**config.mk**
```make
export PLATFORM = sky130hd
export DESIGN_NAME = rlc_host
export DESIGN_NICKNAME = d
export VERILOG_FILES = /design/src/rlc_pkg.sv /design/src/rlc_host.sv
export SDC_FILE = /design/constraint.sdc
export NUM_CORES = 1
export LEC_CHECK = 0
export BUFFER_PORTS_ARGS = -buffer_cell sky130_fd_sc_hd__buf_2
export CAP_MARGIN = 5
export CELL_PAD_IN_SITES_DETAIL_PLACEMENT = 1
export CELL_PAD_IN_SITES_GLOBAL_PLACEMENT = 2
export CORE_MARGIN = 1.5
export CORE_UTILIZATION = 33
export CTS_BUF_LIST = sky130_fd_sc_hd__clkbuf_2 sky130_fd_sc_hd__clkbuf_4 sky130_fd_sc_hd__clkbuf_8
export DETAILED_ROUTE_END_ITERATION = 8
export PLACE_DENSITY = 0.79
export SLEW_MARGIN = 20
export SYNTH_ARGS = -nofsm -noshare
export SYNTH_HDL_FRONTEND = slang
export SYNTH_SLANG_ARGS = --single-unit
```
**constraint.sdc**
```tcl
create_clock -name pclk -period 2.6 [get_ports pclk]
set_input_delay 0 -clock pclk [delete_from_list [all_inputs] [get_ports pclk]]
set_output_delay 0 -clock pclk [all_outputs]
set_load 0.05 [all_outputs]
```
**src/rlc_pkg.sv**
```systemverilog
// Purpose: Constants for the relay latch controller (host side)
// Assumes: pclk at 125 MHz
// Notes:   Register offsets are byte addresses on APB
package rlc_pkg;
  localparam int unsigned CLK_MHZ        = 125;
  localparam int unsigned HOLD_US        = 3000;
  localparam int unsigned HOLD_CYCLES    = HOLD_US * CLK_MHZ;
  localparam logic [7:0]  OFF_CTRL       = 8'h00;
  localparam logic [7:0]  OFF_STATUS     = 8'h04;
  localparam logic [7:0]  OFF_IRQ_STAT   = 8'h08;
  localparam logic [7:0]  OFF_IRQ_MASK   = 8'h0C;
  localparam int unsigned CTRL_OPEN_BIT  = 0;
  localparam int unsigned CTRL_CLOSE_BIT = 1;
  localparam int unsigned CTRL_INIT_BIT  = 2;
  localparam int unsigned EV_DONE_BIT    = 0;
  localparam int unsigned EV_FAULT_BIT   = 1;
  localparam int unsigned EV_ESTOP_BIT   = 2;
  localparam logic [2:0]  IRQ_RESET      = 3'h0;
  localparam logic [31:0] DATA_ZERO      = 32'h0000_0000;
  typedef enum logic [2:0] {RLC_IDLE, RLC_OPEN_HI, RLC_OPEN_LO, RLC_CLOSE_LO, RLC_CLOSE_HI} rlc_state_t;
endpackage

```
**src/rlc_host.sv**
```systemverilog
// Purpose: Controller that drives relay latch request lines, ordered over APB
// Assumes: One clock pclk; trip and stop pins are asynchronous
// Notes:   Sequencing times are parameters so a bench can shorten them
// Notes on behaviour
// - To close, the controller drives the open line low first and then the close line high.
// - To open, the controller drives the close line low first and then the open line high.
// - The open routine holds open high at least 3000 us, drops it, then waits another 3000 us.
// - The close routine drives close low, waits at least 3000 us, then drives it high.
// - Initialisation clears the stored stop value and the closed and opened flags only.
//
// Design decisions made here: the APB slave port and the register offsets.
`timescale 1ns/1ns
`default_nettype none
module rlc_host
  import rlc_pkg::*;
#(
  parameter int unsigned HOLD_CYC = HOLD_CYCLES
) (
  input  wire logic        pclk,
  input  wire logic        presetn,
  input  wire logic        psel,
  input  wire logic        penable,
  input  wire logic        pwrite,
  input  wire logic [7:0]  paddr,
  input  wire logic [31:0] pwdata,
  output logic      [31:0] prdata,
  output logic             pready,
  output logic             pslverr,
  input  wire logic        ground_fault_trip,
  input  wire logic        emergency_stop_input,
  output logic             relay_close_req,
  output logic             relay_close_req_oe_n,
  output logic             relay_open_req,
  output logic             relay_open_req_oe_n,
  output logic             irq
);
  logic             fault_s1_reg, fault_s2_reg, stop_s1_reg, stop_s2_reg;
  logic             fault_d_reg, stop_d_reg;
  rlc_state_t       st_reg, st_next;
  logic [31:0]      cnt_reg, cnt_next;
  logic             close_reg, close_next, open_reg, open_next, drive_reg, drive_next, oe_n_reg;
  logic             closed_flag_reg, closed_flag_next, opened_flag_reg, opened_flag_next;
  logic             estop_val_reg, estop_val_next;
  logic [2:0]       istat_reg, istat_next, imask_reg, imask_next;
  logic [31:0]      prdata_next;
  logic             pslverr_next, irq_next;
  logic             wr, rd, busy;

  // Pins from the board are asynchronous; only the second stage and its one-cycle delayed copy are read
  always_ff @(posedge pclk or negedge presetn) begin
    if (!presetn) begin
      fault_s1_reg <= 1'b0;
      fault_s2_reg <= 1'b0;
      stop_s1_reg  <= 1'b0;
      stop_s2_reg  <= 1'b0;
      fault_d_reg  <= 1'b0;
      stop_d_reg   <= 1'b0;
    end else begin
      fault_s1_reg <= ground_fault_trip;
      fault_s2_reg <= fault_s1_reg;
      stop_s1_reg  <= emergency_stop_input;
      stop_s2_reg  <= stop_s1_reg;
      fault_d_reg  <= fault_s2_reg;
      stop_d_reg   <= stop_s2_reg;
    end
  end

  assign wr   = psel && penable && pwrite;
  assign rd   = psel && !penable && !pwrite;
  assign busy = (st_reg != RLC_IDLE);

  always_comb begin
    st_next          = st_reg;
    cnt_next         = cnt_reg;
    close_next       = close_reg;
    open_next        = open_reg;
    drive_next       = drive_reg;
    closed_flag_next = closed_flag_reg;
    opened_flag_next = opened_flag_reg;
    estop_val_next   = estop_val_reg;
    istat_next       = istat_reg;
    imask_next       = imask_reg;
    // W1C first so events further down win a same-cycle clear
    if (wr && paddr == OFF_IRQ_STAT) begin
      istat_next = istat_next & ~pwdata[2:0];
    end
    case (st_reg)
      RLC_IDLE: begin
        if (wr && paddr == OFF_CTRL) begin
          if (pwdata[CTRL_INIT_BIT]) begin
            estop_val_next   = 1'b0;
            closed_flag_next = 1'b0;
            opened_flag_next = 1'b0;
          end else if (pwdata[CTRL_OPEN_BIT]) begin
            drive_next = 1'b1;
            // Open rises a cycle later so the latch sees close low first
            close_next = 1'b0;
            cnt_next   = HOLD_CYC;
            st_next    = RLC_OPEN_HI;
          end else if (pwdata[CTRL_CLOSE_BIT]) begin
            drive_next = 1'b1;
            open_next  = 1'b0;
            close_next = 1'b0;
            cnt_next   = HOLD_CYC;
            st_next    = RLC_CLOSE_LO;
          end
        end
      end
      RLC_OPEN_HI: begin
        if (!open_reg) begin
          open_next = 1'b1;
        end else if (cnt_reg <= 32'h0000_0001) begin
          open_next = 1'b0;
          cnt_next  = HOLD_CYC;
          st_next   = RLC_OPEN_LO;
        end else begin
          cnt_next = cnt_reg - 32'h0000_0001;
        end
      end
      RLC_OPEN_LO: begin
        if (cnt_reg <= 32'h0000_0001) begin
          closed_flag_next = 1'b0;
          opened_flag_next = 1'b1;
          istat_next[EV_DONE_BIT] = 1'b1;
          st_next = RLC_IDLE;
        end else begin
          cnt_next = cnt_reg - 32'h0000_0001;
        end
      end
      RLC_CLOSE_LO: begin
        if (cnt_reg <= 32'h0000_0001) begin
          close_next       = 1'b1;
          closed_flag_next = 1'b1;
          opened_flag_next = 1'b0;
          istat_next[EV_DONE_BIT] = 1'b1;
          st_next = RLC_IDLE;
        end else begin
          cnt_next = cnt_reg - 32'h0000_0001;
        end
      end
      default: st_next = RLC_IDLE;
    endcase
    // A close request is dropped by the latch on faults; flag it
    if (fault_s2_reg && closed_flag_reg) begin
      closed_flag_next = 1'b0;
    end
    if (wr && paddr == OFF_IRQ_MASK) begin
      imask_next = pwdata[2:0];
    end
    // Set wins over a same-cycle clear
    if (fault_s2_reg && !fault_d_reg) begin
      istat_next[EV_FAULT_BIT] = 1'b1;
    end
    if (stop_s2_reg && !stop_d_reg) begin
      istat_next[EV_ESTOP_BIT] = 1'b1;
    end
    // Stored stop outranks an init in the same cycle
    if (stop_s2_reg) begin
      estop_val_next = 1'b1;
    end
  end

  always_comb begin
    prdata_next  = DATA_ZERO;
    pslverr_next = 1'b0;
    if (rd) begin
      case (paddr)
        OFF_CTRL:     prdata_next = {31'h0, busy};
        OFF_STATUS:   prdata_next = {26'h0, fault_s2_reg, stop_s2_reg, estop_val_reg,
                                     opened_flag_reg, closed_flag_reg, busy};
        OFF_IRQ_STAT: prdata_next = {29'h0, istat_reg};
        OFF_IRQ_MASK: prdata_next = {29'h0, imask_reg};
        default:      pslverr_next = 1'b1;
      endcase
    end else if (psel && !penable && pwrite) begin
      pslverr_next = !(paddr == OFF_CTRL || paddr == OFF_IRQ_STAT || paddr == OFF_IRQ_MASK);
    end
    irq_next = |(istat_next & imask_next);
  end

  always_ff @(posedge pclk or negedge presetn) begin
    if (!presetn) begin
      st_reg          <= RLC_IDLE;
      cnt_reg         <= DATA_ZERO;
      close_reg       <= 1'b0;
      open_reg        <= 1'b0;
      drive_reg       <= 1'b0; // Lines float until the first open or close command
      oe_n_reg        <= 1'b1;
      closed_flag_reg <= 1'b0;
      opened_flag_reg <= 1'b0;
      estop_val_reg   <= 1'b0;
      istat_reg       <= IRQ_RESET;
      imask_reg       <= IRQ_RESET;
      prdata          <= DATA_ZERO;
      pslverr         <= 1'b0;
      pready          <= 1'b0;
      irq             <= 1'b0;
    end else begin
      st_reg          <= st_next;
      cnt_reg         <= cnt_next;
      close_reg       <= close_next;
      open_reg        <= open_next;
      drive_reg       <= drive_next;
      oe_n_reg        <= !drive_next;
      closed_flag_reg <= closed_flag_next;
      opened_flag_reg <= opened_flag_next;
      estop_val_reg   <= estop_val_next;
      istat_reg       <= istat_next;
      imask_reg       <= imask_next;
      prdata          <= prdata_next;
      pslverr         <= pslverr_next;
      pready          <= psel && !penable;
      irq             <= irq_next;
    end
  end

  assign relay_close_req      = close_reg;
  assign relay_open_req       = open_reg;
  assign relay_close_req_oe_n = oe_n_reg;
  assign relay_open_req_oe_n  = oe_n_reg;
endmodule // rlc_host
`default_nettype wire

```
Yosys cells after proc, flatten, opt, wreduce, memory -nomap -nowiden

Index checks and enable logic that the tools add are counted.
W data, S select, Z words.

Register bits: 89
Bits in latches: 0
Memory bits (writable): 0
Memory bits (read-only): 0
Bits of input ports: 47
Output and inout bits: 39
Word-level logic and storage cells: 140
Memories kept: 0

Add/subtract/negate cells: 1
Multipliers: 0
Div/mod/pow operators: 0
$lt $le $gt $ge: 1
Eq/ne operators: 22
Shifts and indexed selects: 0
Mux-type cells: 52
Bitwise gates (word level): 3
Reductions and logical operators: 40

Operator list:

| kind                    | number |
|---|---|
| $mux W32                | 8 |
| $pmux W32 S3            | 1 |
| $le A32 B1 Y1 const B   | 1 |
| $sub A32 B1 Y32 const B | 1 |
| $mux W1                 | 28 |
| $mux W3                 | 9 |
| $pmux W6 S4             | 1 |
| $ne A2 B2 Y1 const B    | 10 |
| $reduce_and A5 Y1       | 4 |
| $eq A8 B4 Y1 const B    | 2 |
| $ne A3 B3 Y1 const B    | 5 |
| $reduce_and A6 Y1       | 2 |
| $logic_and A1 B1 Y1     | 11 |
| $reduce_bool A2 Y1      | 5 |
| $pmux W3 S3             | 1 |
| $reduce_bool A3 Y1      | 3 |
| $eq A8 B3 Y1 const B    | 1 |
| $logic_not A8 Y1        | 1 |
| $and A3 B3 Y3           | 2 |
| $eq A3 B2 Y1 const B    | 2 |
| $logic_not A1 Y1        | 6 |
| $pmux W1 S3             | 2 |
| $pmux W1 S2             | 2 |
| $reduce_bool A4 Y1      | 1 |
| 9 further kinds         | 10 |

Depth between registers and ports, before layout

Depth in word-level cells: 8
Mapped depth: 9
Mapped depth without buffers: 8

Least setup slack after synthesis

Ideal clock, no wire load.

Kind: register to register
From: register cnt_reg[2]
To: register cnt_reg[10]
Setup time: 0.119 ns
Data arrival time: 2.139 ns
Data required time: 2.481 ns
Slack: 0.342 ns
Cell stages (with the launch flop): 8
Buffers on the path: 2
Clock period less this slack: 2.258 ns
Cells stage by stage: dfrtp_1 -> or3_1 -> or3_1 -> or3_1 -> buf_2 -> o32ai_4 -> buf_4 -> nor2_1

Cells in the longest elaborated chain, start to end: 4
Elaborated cells between the ends (all ways): 8
Classes of those cells: 1 x add/sub; 1 x order compare; 1 x eq/ne; 4 x mux; 1 x reduce/logical

RTL lines:

| element                                          | RTL line        | source |
|---|---|---|
| start, declared                                  | rlc_host.sv:40  | `logic [31:0] cnt_reg, cnt_next;` |
| start signal, assigned                           | rlc_host.sv:200 | `cnt_reg <= cnt_next;` |
| $sub A32 B1 Y32 or $le A32 B1 Y1 (tied branches) | n/a             |  |
| $mux W32                                         | rlc_host.sv:112 | `end else if (cnt_reg <= 32'h0000_0001) begin` |
| $mux W32                                         | rlc_host.sv:110 | `if (!open_reg) begin` |
| $pmux W32 S3                                     | rlc_host.sv:87  | `case (st_reg)` |

Parallel ways exist; a longest one is shown, timed or not. The select of a mux whose other input is x is not followed.
A chain may end at the register's enable or synchronous reset.

Final worst setup path

From: register cnt_reg[2]
To: register cnt_reg[6]

The elaborated chain is that of the path after synthesis.

==> metrics.txt <==
status finished clean; startpoint types flip-flop; initial antenna violation count 0; Final WS setup 0.146 ns; Commonest cells post-synth dfrtp_1, nor2_1, buf_4, xnor2_1, nor3_1; pre-CTS setup slack roughly 0.066 ns; Crit Path Class reg -> reg; #FFs+latches synth 62; Max FO, Critical Path 5; Pwr Density 531 nW/um2; hold crit path type in -> reg; post-synth top area share 0.462; clock slew at reported path FFs about 0.080 ns; Site Rows 36; area of the multi-input gates 1540 um2; area delta synth->final 19.8%; Sequential cell area ~1600 um2; Rel. slew slack 0.589; Gate Count Post-Synth 344; max reg flops 32; final worst path period need approximately 2.5 ns; number of setup violations in the final report 0; Final ANT Viol Nets 0; post-synth cell types 44; max cap viols 0; DIE HEIGHT 103 um; vias in the first global route 2800; max-slew violation count 0; top post-synthesis cells by area dfrtp_1, buf_4, xnor2_1; Worst Max-Slew Pin Slew 0.612 ns; detailed placement HPWL between 5 and 6 mm; Synth Flop Type dfrtp_1; Total Wirelength 8.23 mm; I/O Pins between 80 and 90; sequential cell area fraction in the yosys report 0.470; nets 449; Initial Utilization 0.339; met1 Resource Use GR 0.219; Post-DP Area 3610 um2; Clock Sinks 62; Peak supply drop roughly 0.20 mV; Ys Warns 0; slowest stage delay, CP 0.44 ns; via count 2649; Layout fillers 1174; number of synthesized flops with an enable pin 0; most common cell in the netlist dfrtp_1; busiest grt layer met2; DIE AREA 10600 um2; antenna fix cells 0; Yosys top cell by area dfrtp_1; Vias/cell 4.92; dpl cells 510; largest net degree at the start of global routing 28; Worst Path Arrival 2.72 ns; first-pass GRT wire length 14.0 mm; First-pass DRT Iterations 4; P_leak about 1.8 nW; RSZ-0062 raised after global routing no; final hold viol count 0; RePlAce Congestion slightly below 0.8; final setup skew 0.0121 ns; CTS tree done; routing usage on met2 0.291; final period utilization 0.944; met3 Use GR 0.0353; GRT overflow 0; DR iter-0 viols 37; Wirelength per Cell 15.3 um; Cell Chain, Critical Path or3_1, or3_1, or3_4, o32ai_4, o22ai_1, mux2i_1; CORE AREA 9730 um2; worst-skew pair later-pin latency 0.35 ns; syn avg cell area 9.59 um2; die width 103 um; final core occ 0.407; H-tree depth 3; share of cells above drive strength 1 0.200; critical path's slowest cell dfrtp_1; fin cells 538; clk buf depth 2; cts bufs inserted 9; post-route cell area 3960 um2; DR DRC count 0; Setup TNS 0 ns; async set-or-reset flop fraction in the synthesized netlist 1.00; Mapped Area approximately 3300 um2; critical path's most frequent cell or3_1; Max Fclk 408 MHz; crit end category flip-flop; IO buf count 30; Req. time, crit path 2.86 ns; Root Buffer clkbuf_8; total track usage 0.172
==> placed cells by master, fill, tap and decap left out, types with 2 or more instances in the layout <==
| master | Yosys | layout |
|---|---|---|
| dfrtp_1 | 61 | 61 |
| nor2_1 | 42 | 42 |
| buf_2 | 4 | 30 |
| conb_1 | 1 | 26 |
| xnor2_1 | 22 | 22 |
| nor3_1 | 18 | 18 |
| buf_4 | 29 | 17 |
| nand2_1 | 16 | 16 |
| nor4_1 | 15 | 15 |
| inv_1 | 12 | 12 |
| nand3_1 | 12 | 12 |
| o21ai_0 | 12 | 12 |
| dlygate4sd3_1 | 0 | 11 |
| a21oi_1 | 10 | 9 |
| clkbuf_8 | 0 | 9 |
| and3_1 | 8 | 8 |
| or3_1 | 9 | 8 |
| nor4b_1 | 6 | 6 |
| mux2_2 | 5 | 5 |
| nand4_1 | 5 | 5 |
| nand2b_1 | 5 | 5 |
| and4_1 | 4 | 4 |
| nand4b_1 | 4 | 4 |
| or2_2 | 4 | 4 |
| a31oi_1 | 3 | 3 |
| a22oi_1 | 3 | 3 |
| o22ai_1 | 3 | 3 |
| nor3b_1 | 3 | 3 |
| nor2b_1 | 2 | 2 |
| a22o_1 | 2 | 2 |
| mux2i_1 | 2 | 2 |
| or4_1 | 2 | 2 |
| ha_1 | 2 | 2 |
| bufinv_16 | 0 | 2 |
| clkinvlp_4 | 0 | 2 |
| buf_12 | 0 | 2 |
==> report_power, final <==
| part | internal (W) | total, W | switching [W] | leakage, nW |
|---|---|---|---|---|
| Combinational | 0.0000314 | 0.000163 | 0.000131 | 0.906 |
| Sequential | 0.000972 | 0.000976 | 0.00000388 | 0.790 |
| Clock | 0.000542 | 0.000964 | 0.000421 | 0.106 |
==> repair_timing <==
action                     4_1_cts  5_1_grt
hold buffers                    11        0
setup buffers                    0        1
resized for setup                0        1
hold endpoints to repair        43        0
setup endpoints to repair        0       24
==> stage by stage <==
| stage | total power [W] | hold WS, ns |
|---|---|---|
| 6_report | 0.00210 | 0.0406 |
| 5_1_grt | 0.00218 | 0.0628 |
| 4_1_cts | 0.00213 | 0.0195 |
| 3_5_place_dp | 0.00115 | -0.0551 |
| 3_3_place_gp | 0.00114 | -0.0602 |
| 2_1_floorplan | 0.00113 | -0.296 |
==> routing by layer <==
layer | vias to the layer above | routed length [um]
met5 | - | 0
met4 | 0 | 100
met3 | 10 | 215
met2 | 40 | 4190
met1 | 1320 | 3720
li1 | 1279 | -
==> kinds of logic after synthesis <==
logic type,count (synthesis),share of synthesized area
simple gates,159,0.267
flops,62,0.470
buf+inv,52,0.0936
compound gates,39,0.0785
xor+xnor,22,0.0584
mux,7,0.0231
fa+ha+maj,2,0.00758
other cells,1,0.00114
==> layout make-up <==
| type | count | area share |
|---|---|---|
| Tap cell | 133 | 0.0421 |
| Sequential cell | 62 | 0.393 |
| Inverter | 12 | 0.0114 |
| Timing Repair Buffer | 60 | 0.108 |
| Clock inverter | 7 | 0.0247 |
| Multi-Input combinational cell | 255 | 0.390 |
| Clock buffer | 9 | 0.0313 |
==> critical path: cells and delay by family, from the launching register on <==
family	cells	cell delay, ns
and+or+nand+nor	3	1.21
AOI/OAI and AO/OA	2	0.55
DFF	1	0.44
muxes	1	0.17
==> worst paths after layout <==
check,end,startpoint,slack (ns),cells after the start
min reg2reg,fault_s2_reg,fault_s1_reg,0.34,0
min,prdata[1],paddr[2],0.04,3
max reg2reg,cnt_reg[6],cnt_reg[2],0.15,6
max in group asynchronous,cnt_reg[31],presetn,1.81,3
max,cnt_reg[6],cnt_reg[2],0.15,6
min in group asynchronous,prdata[0],presetn,0.10,2
Power figures use the tool's default switching activity.
